**config.mk**
```make
export PLATFORM = sky130hd
export DESIGN_NAME = crp_peak_results
export DESIGN_NICKNAME = d
export VERILOG_FILES = /design/src/crp_pkg.sv /design/src/crp_peak_results.sv
export SDC_FILE = /design/constraint.sdc
export NUM_CORES = 1
export LEC_CHECK = 0
export ABC_AREA = 0
export BUFFER_PORTS_ARGS = -buffer_cell sky130_fd_sc_hd__buf_2
export CAP_MARGIN = 20
export CORE_UTILIZATION = 25
export DETAILED_ROUTE_END_ITERATION = 6
export PLACE_DENSITY = 0.44
export SKIP_LAST_GASP = 1
export SLEW_MARGIN = 20
export SYNTH_ARGS = -nofsm -noshare
export SYNTH_HDL_FRONTEND = slang
export SYNTH_SLANG_ARGS = --single-unit
```
**constraint.sdc**
```tcl
create_clock -name pclk -period 3.8 [get_ports pclk]
set_clock_uncertainty 0.2 [all_clocks]
set_input_delay 0.76 -clock pclk [delete_from_list [all_inputs] [get_ports pclk]]
set_output_delay 0.76 -clock pclk [all_outputs]
set_load 0.005 [all_outputs]
```
**src/crp_pkg.sv**
```systemverilog
package crp_pkg;

    // Field widths and counts of the stored results
    localparam int LOC_W = 8;
    localparam int AMP_W = 7;
    localparam int D_LOC_N = 4;
    localparam int AMP_N = 5;

    // Register indices; the byte address is four times the index
    localparam logic [9:0] IDX_D_LOC_MID = 10'h198;
    localparam logic [9:0] IDX_D_LOC_LATE = 10'h199;
    localparam logic [9:0] IDX_AMP_A_FIRST = 10'h19a;
    localparam logic [9:0] IDX_AMP_A_MIDDLE = 10'h19b;
    localparam logic [9:0] IDX_AMP_A_B_BOUNDARY = 10'h19c;
    localparam logic [9:0] IDX_AMP_B_MIDDLE = 10'h19d;
    localparam logic [9:0] IDX_AMP_B_LAST = 10'h19e;
    localparam logic [9:0] IDX_CTRL = 10'h1c0;
    localparam logic [9:0] IDX_STATUS = 10'h1c1;

    // Control and status bit positions
    localparam int CTRL_CAPTURE_BIT = 0;
    localparam int STAT_VALID_BIT = 0;
    localparam int STAT_DROP_BIT = 1;

    // Reset values
    localparam logic [31:0] PRDATA_RST = 32'h0000_0000;
    localparam logic CTRL_CAPTURE_RST = 1'b1;
    localparam logic STAT_RST = 1'b0;

    // Result set delivered by the measurement engine.
    // d_loc[0..3] are pair D peaks two to five; a_amp/b_amp hold peaks one to five.
    typedef struct packed {
        logic [D_LOC_N-1:0][LOC_W-1:0] d_loc;
        logic [AMP_N-1:0][AMP_W-1:0] a_amp;
        logic [AMP_N-1:0][AMP_W-1:0] b_amp;
    } crp_peaks_s;

    localparam crp_peaks_s PEAKS_RST = '0;

endpackage

```
**src/crp_peak_results.sv**
```systemverilog
`timescale 1ns/100ps
module crp_peak_results #(
    parameter int ADDR_W = 12
) (
    input wire logic pclk,
    input wire logic presetn,
    input wire logic psel,
    input wire logic penable,
    input wire logic pwrite,
    input wire logic [ADDR_W-1:0] paddr,
    input wire logic [31:0] pwdata,
    output logic [31:0] prdata,
    output logic pready,
    output logic pslverr,
    input wire logic diag_store,
    input wire crp_pkg::crp_peaks_s diag_peaks,
    output logic capture_enable
);

    // Address decode needs paddr[11:2]; a narrower bus cannot reach the map
    if (ADDR_W < 12) begin : g_addr_check
        $error("ADDR_W must be at least 12");
    end
    // The map packs four locations and two sets of five heights, two per word
    if (crp_pkg::D_LOC_N != 4 || crp_pkg::AMP_N != 5) begin : g_count_check
        $error("result field counts do not match the register map");
    end
    if (crp_pkg::LOC_W > 8 || crp_pkg::AMP_W > 7) begin : g_width_check
        $error("result fields wider than their register slots");
    end

    crp_pkg::crp_peaks_s peaks_reg;
    crp_pkg::crp_peaks_s peaks_next;
    logic [31:0] prdata_reg;
    logic [31:0] prdata_next;
    logic pready_reg;
    logic pready_next;
    logic pslverr_reg;
    logic pslverr_next;
    logic capture_reg;
    logic capture_next;
    logic valid_flag;
    logic drop_flag;
    logic valid_clear;
    logic drop_clear;
    logic drop_set;

    logic [9:0] idx;
    logic upper_zero;
    logic hit;
    logic [31:0] rd_word;
    logic access_first;
    logic done;
    logic wr_ctrl;
    logic wr_status;
    logic take;

    // Named view of the stored result set
    logic [crp_pkg::LOC_W-1:0] pair_d_second_peak_distance;
    logic [crp_pkg::LOC_W-1:0] pair_d_third_peak_distance;
    logic [crp_pkg::LOC_W-1:0] pair_d_fourth_peak_distance;
    logic [crp_pkg::LOC_W-1:0] pair_d_fifth_peak_distance;
    logic [crp_pkg::AMP_W-1:0] pair_a_first_peak_height;
    logic [crp_pkg::AMP_W-1:0] pair_a_second_peak_height;
    logic [crp_pkg::AMP_W-1:0] pair_a_third_peak_height;
    logic [crp_pkg::AMP_W-1:0] pair_a_fourth_peak_height;
    logic [crp_pkg::AMP_W-1:0] pair_a_fifth_peak_height;
    logic [crp_pkg::AMP_W-1:0] pair_b_first_peak_height;
    logic [crp_pkg::AMP_W-1:0] pair_b_second_peak_height;
    logic [crp_pkg::AMP_W-1:0] pair_b_third_peak_height;
    logic [crp_pkg::AMP_W-1:0] pair_b_fourth_peak_height;
    logic [crp_pkg::AMP_W-1:0] pair_b_fifth_peak_height;

    // Register images ahead of the read multiplexer
    logic [15:0] loc_mid_word;
    logic [15:0] loc_late_word;
    logic [15:0] amp_a_first_word;
    logic [15:0] amp_a_middle_word;
    logic [15:0] amp_boundary_word;
    logic [15:0] amp_b_middle_word;
    logic [15:0] amp_b_last_word;

    assign idx = paddr[11:2];
    assign upper_zero = ((paddr >> 12) == '0) && (paddr[1:0] == 2'b00);
    // One wait state lets read data leave from a flop
    assign access_first = psel && penable && !pready_reg;
    assign done = psel && penable && pready_reg;

    assign pair_d_second_peak_distance = peaks_reg.d_loc[0];
    assign pair_d_third_peak_distance = peaks_reg.d_loc[1];
    assign pair_d_fourth_peak_distance = peaks_reg.d_loc[2];
    assign pair_d_fifth_peak_distance = peaks_reg.d_loc[3];
    assign pair_a_first_peak_height = peaks_reg.a_amp[0];
    assign pair_a_second_peak_height = peaks_reg.a_amp[1];
    assign pair_a_third_peak_height = peaks_reg.a_amp[2];
    assign pair_a_fourth_peak_height = peaks_reg.a_amp[3];
    assign pair_a_fifth_peak_height = peaks_reg.a_amp[4];
    assign pair_b_first_peak_height = peaks_reg.b_amp[0];
    assign pair_b_second_peak_height = peaks_reg.b_amp[1];
    assign pair_b_third_peak_height = peaks_reg.b_amp[2];
    assign pair_b_fourth_peak_height = peaks_reg.b_amp[3];
    assign pair_b_fifth_peak_height = peaks_reg.b_amp[4];

    crp_field_pair #(
        .FIELD_W(crp_pkg::LOC_W)
    ) i_loc_mid (
        .low_field(pair_d_second_peak_distance),
        .high_field(pair_d_third_peak_distance),
        .packed_word(loc_mid_word)
    );

    crp_field_pair #(
        .FIELD_W(crp_pkg::LOC_W)
    ) i_loc_late (
        .low_field(pair_d_fourth_peak_distance),
        .high_field(pair_d_fifth_peak_distance),
        .packed_word(loc_late_word)
    );

    crp_field_pair #(
        .FIELD_W(crp_pkg::AMP_W)
    ) i_amp_a_first (
        .low_field(pair_a_first_peak_height),
        .high_field(pair_a_second_peak_height),
        .packed_word(amp_a_first_word)
    );

    crp_field_pair #(
        .FIELD_W(crp_pkg::AMP_W)
    ) i_amp_a_middle (
        .low_field(pair_a_third_peak_height),
        .high_field(pair_a_fourth_peak_height),
        .packed_word(amp_a_middle_word)
    );

    crp_field_pair #(
        .FIELD_W(crp_pkg::AMP_W)
    ) i_amp_boundary (
        .low_field(pair_a_fifth_peak_height),
        .high_field(pair_b_first_peak_height),
        .packed_word(amp_boundary_word)
    );

    crp_field_pair #(
        .FIELD_W(crp_pkg::AMP_W)
    ) i_amp_b_middle (
        .low_field(pair_b_second_peak_height),
        .high_field(pair_b_third_peak_height),
        .packed_word(amp_b_middle_word)
    );

    crp_field_pair #(
        .FIELD_W(crp_pkg::AMP_W)
    ) i_amp_b_last (
        .low_field(pair_b_fourth_peak_height),
        .high_field(pair_b_fifth_peak_height),
        .packed_word(amp_b_last_word)
    );

    always_comb begin
        rd_word = 32'h0000_0000;
        hit = upper_zero;
        case (idx)
            crp_pkg::IDX_D_LOC_MID: begin
                rd_word[15:0] = loc_mid_word;
            end
            crp_pkg::IDX_D_LOC_LATE: begin
                rd_word[15:0] = loc_late_word;
            end
            crp_pkg::IDX_AMP_A_FIRST: begin
                rd_word[15:0] = amp_a_first_word;
            end
            crp_pkg::IDX_AMP_A_MIDDLE: begin
                rd_word[15:0] = amp_a_middle_word;
            end
            crp_pkg::IDX_AMP_A_B_BOUNDARY: begin
                rd_word[15:0] = amp_boundary_word;
            end
            crp_pkg::IDX_AMP_B_MIDDLE: begin
                rd_word[15:0] = amp_b_middle_word;
            end
            crp_pkg::IDX_AMP_B_LAST: begin
                rd_word[15:0] = amp_b_last_word;
            end
            crp_pkg::IDX_CTRL: begin
                rd_word[crp_pkg::CTRL_CAPTURE_BIT] = capture_reg;
            end
            crp_pkg::IDX_STATUS: begin
                rd_word[crp_pkg::STAT_VALID_BIT] = valid_flag;
                rd_word[crp_pkg::STAT_DROP_BIT] = drop_flag;
            end
            default: begin
                hit = 1'b0;
            end
        endcase
    end

    // Bus handshake and read data
    always_comb begin
        pready_next = access_first;
        pslverr_next = access_first && !hit;
        prdata_next = prdata_reg;
        if (access_first) begin
            prdata_next = (hit && !pwrite) ? rd_word : 32'h0000_0000;
        end
    end

    always_ff @(posedge pclk or negedge presetn) begin
        if (!presetn) begin
            pready_reg <= 1'b0;
            pslverr_reg <= 1'b0;
            prdata_reg <= crp_pkg::PRDATA_RST;
        end else begin
            pready_reg <= pready_next;
            pslverr_reg <= pslverr_next;
            prdata_reg <= prdata_next;
        end
    end

    assign wr_ctrl = done && pwrite && hit && (idx == crp_pkg::IDX_CTRL);
    assign wr_status = done && pwrite && hit && (idx == crp_pkg::IDX_STATUS);
    assign take = diag_store && capture_reg;

    // Write one to clear; a new event in the same cycle wins
    assign valid_clear = wr_status && pwdata[crp_pkg::STAT_VALID_BIT];
    assign drop_clear = wr_status && pwdata[crp_pkg::STAT_DROP_BIT];
    assign drop_set = diag_store && !capture_reg;

    crp_sticky_flag #(
        .RST_VAL(crp_pkg::STAT_RST)
    ) i_valid_flag (
        .pclk(pclk),
        .presetn(presetn),
        .set_evt(take),
        .clear_req(valid_clear),
        .flag(valid_flag)
    );

    crp_sticky_flag #(
        .RST_VAL(crp_pkg::STAT_RST)
    ) i_drop_flag (
        .pclk(pclk),
        .presetn(presetn),
        .set_evt(drop_set),
        .clear_req(drop_clear),
        .flag(drop_flag)
    );

    // Result store and capture enable
    always_comb begin
        peaks_next = peaks_reg;
        capture_next = capture_reg;
        if (take) begin
            peaks_next = diag_peaks;
        end
        if (wr_ctrl) begin
            capture_next = pwdata[crp_pkg::CTRL_CAPTURE_BIT];
        end
    end

    always_ff @(posedge pclk or negedge presetn) begin
        if (!presetn) begin
            peaks_reg <= crp_pkg::PEAKS_RST;
            capture_reg <= crp_pkg::CTRL_CAPTURE_RST;
        end else begin
            peaks_reg <= peaks_next;
            capture_reg <= capture_next;
        end
    end

    assign prdata = prdata_reg;
    assign pready = pready_reg;
    assign pslverr = pslverr_reg;
    assign capture_enable = capture_reg;

endmodule

// Two result fields side by side in one 16-bit image; spare top bits read zero
module crp_field_pair #(
    parameter int FIELD_W = 8
) (
    input wire logic [FIELD_W-1:0] low_field,
    input wire logic [FIELD_W-1:0] high_field,
    output logic [15:0] packed_word
);

    if (FIELD_W < 1 || FIELD_W > 8) begin : g_width_check
        $error("FIELD_W must be between 1 and 8");
    end

    always_comb begin
        packed_word = 16'h0000;
        packed_word[FIELD_W-1:0] = low_field;
        packed_word[FIELD_W+7:8] = high_field;
    end

endmodule

// Event flag cleared by writing one
module crp_sticky_flag #(
    parameter logic RST_VAL = 1'b0
) (
    input wire logic pclk,
    input wire logic presetn,
    input wire logic set_evt,
    input wire logic clear_req,
    output logic flag
);

    logic flag_reg;
    logic flag_next;

    // Set wins: a lost event would hide a measurement, a lost clear only repeats one
    always_comb begin
        flag_next = flag_reg;
        if (clear_req) begin
            flag_next = 1'b0;
        end
        if (set_evt) begin
            flag_next = 1'b1;
        end
    end

    always_ff @(posedge pclk or negedge presetn) begin
        if (!presetn) begin
            flag_reg <= RST_VAL;
        end else begin
            flag_reg <= flag_next;
        end
    end

    assign flag = flag_reg;

endmodule

```
==> qor.txt <==
Outcome -> completed
Clock share of power -> 51.3%
Post-synth ARST share -> 100%
Max cap viols -> 0
Clock latency on the worst-skew pair -> 410 ps
Die X -> 153 um
Crit-path max cell delay -> 620 ps
Power per cell area -> 422 mW/mm2
Cell variety after synth -> 44
Die area -> 0.0235 mm2
Fin util -> 32.6%
WS Path Type -> input port to register
Top_reg_cell synth -> dfrtp_1
Overall Power -> 3.05 mW
TNS Setup -> 0 ps
Placed wire-length estimate -> 10300 um
Commonest non-fill, non-tap cell in the layout -> buf_2
R2r worst-path depth -> 3
Final worst path period need -> 2310 ps
Starting Density -> 25.8%
Largest fanout on the critical path -> 28
Largest net degree at the start of global routing -> 103
Gate power share -> 5.6%
Clk sinks -> 123
Gp weighted congestion -> 0.715
Row cnt -> 54
Tot GR Track Use -> 13.4%
Post-route DRC -> 0
Vias -> 3817
Internal power -> 2.38 mW
First-pass GRT wire length -> 23800 um
Max-slew headroom -> 36.3%
Critical Path Sink Type -> register
Hold Violations, Final -> 0
Worst-margin pin slew -> 955 ps
Leakage -> 3.70 nW
Switching part of the total -> 22.0%
CTS root buf -> clkbuf_16
Total Wirelength -> 14700 um
DR iter-0 viols -> 125
Fin nets -> 711
Max Clock Freq -> 432 MHz
Avg Vias per Cell -> 4.47
Initial antenna violation count -> 6
Crit path cell chain -> buf_2 -> nor2b_1 -> buf_4 -> a221oi_1 -> nor2_1 -> a21oi_1 -> o41ai_2
CP required -> 3880 ps
Area Growth Syn to Fin -> 26.2%
Longest Clk Path Bufs -> 2
Synthesized area per cell -> 13.7 um2
Worst vdd ir -> 252 uV
Worst EP arrival -> 2400 ps
Final ANT Viol Nets -> 0
Worst path bufs/invs -> 2
Reg2reg setup slack -> 1790 ps
Clock transition at path regs -> 60 ps
Unrepaired setup endpoints after global routing -> false
Post-CTS Setup Bufs -> 0
Synthesized flop and latch total -> 123
Fin area -> 0.00722 mm2
Post-synth EDFFs -> 0
Placed Instance Area -> 0.00665 mm2
Most frequent cells in the layout -> 139 x buf_2, 122 x dfrtp_1, 103 x mux2_2
RR Endpoint -> pair_b_second_peak_height[1]$_DFFE_PN0P_
Max-slew violation count -> 0
Count of input and output buffers -> 140
Mapped cell area -> 0.00572 mm2
Hold Worst Slack -> 267 ps
CP Launch Type -> input port
Worst path slowest cell -> buf_2
CORE AREA -> 0.0222 mm2
DR pass1 iterations -> 4
Hold-fix buffers, CTS -> 0
Number of global-route vias before repair -> 4248
Io pins -> 187
Synth Instances -> 418
CTS tree -> built
Share of cells above drive strength 1 -> 53.9%
Reg2reg start -> capture_enable$_DFFE_PN1P_
Final cycle utilization of the critical path -> 60.9%
Number of gates resized after cts -> 0
CTS buffer count -> 17
Total gr overflow -> 0
Switch Pwr -> 0.671 mW
Worst Hold Class -> input port to asynchronous set/reset pin
CTS HTree Levels -> 4
Seq/Total Area, Yosys -> 53.8%
DR WL/cell -> 17.2 um
Die H -> 153 um
Number of flip-flops in the largest register -> 16
Final Setup Violations -> 0
Yosys warns -> 0
CP top delay family -> buffers and inverters
Power share of the sequential group -> 43.1%
==> logic make-up after synthesis <==
logic type | count (synthesis) | share of synthesized area (%)
AO/OA/AOI/OAI | 56 | 7.11
buffers and inverters | 46 | 5.10
flip-flops | 123 | 53.8
multiplexers | 132 | 28.1
other | 1 | 0.0656
AND/OR/NAND/NOR | 60 | 5.82
==> power groups by stage <==
stage	registers (mW)	clock network, mW	logic (mW)
floorplan	1.34	0	0.0727
global placement	1.34	0	0.176
detailed placement	1.34	0	0.178
CTS	1.31	1.62	0.178
global route	1.31	1.69	0.193
finish	1.31	1.56	0.171
==> how the worst max path moves through the flow <==
stage                                       to      from  depth (start not counted)  slack [ps]
global route             prdata[8]$_DFFE_PN0P_  paddr[3]                          5        1380
detailed placement       prdata[8]$_DFFE_PN0P_  paddr[3]                          5         980
global placement         prdata[8]$_DFFE_PN0P_  paddr[3]                          5        1010
finish                   prdata[1]$_DFFE_PN0P_  paddr[3]                          7        1490
CTS                      prdata[8]$_DFFE_PN0P_  paddr[3]                          5        1430
floorplan           capture_enable$_DFFE_PN1P_  paddr[3]                          6        1580
==> synth_stat cells, types with 2 or more instances <==
library cell / instances / area [um2]
o41ai_1: 2 / 17.5
a21oi_1: 15 / 75.1
nor4_4: 2 / 42.5
buf_2: 11 / 55.1
nor2b_1: 3 / 18.8
a221oi_1: 3 / 26.3
clkbuf_1: 9 / 33.8
a22o_1: 2 / 17.5
nand2_1: 23 / 86.3
mux2_2: 103 / 1160
o21ai_0: 11 / 55.1
nand3_1: 4 / 20.0
nor3_1: 2 / 10.0
nor2_1: 17 / 63.8
buf_4: 18 / 135
o31ai_2: 8 / 100
mux4_2: 12 / 270
o21ai_1: 4 / 20.0
buf_6: 5 / 56.3
mux2i_1: 15 / 150
dfrtp_1: 122 / 3050
inv_1: 3 / 11.3
o31ai_1: 3 / 22.5
==> stage by stage <==
step | instances | setup slack [ps]
2_1_floorplan | 433 | 1580
3_3_place_gp | 820 | 1010
3_5_place_dp | 820 | 980
4_1_cts | 851 | 1430
5_1_grt | 852 | 1380
6_report | 854 | 1490
==> final cells by class <==
type                       count  area [um2]
tap                          280         350
sequential                   123        3080
fill                        2275       14900
timing repair buffer         150         795
inverter                       3        11.3
clock buffer                  24         472
multi-input combinational    264        2410
clock inverter                 7        91.3
antenna                        3        7.51
==> worst reg2reg max path: cells and delay by family (launching register included) <==
family / cells / cell delay [ps]
multiplexers: 1 / 400
flip-flops: 1 / 610
buffers and inverters: 1 / 360
AND/OR/NAND/NOR: 1 / 320
==> layer usage <==
layer / wire length (um) / track usage, %
met5: 27 / 0
met4: 199 / 4.76
met2: 6920 / 21.2
met3: 1070 / 5.08
met1: 6520 / 16.8
No activity file was read; power rests on OpenSTA's default activity.
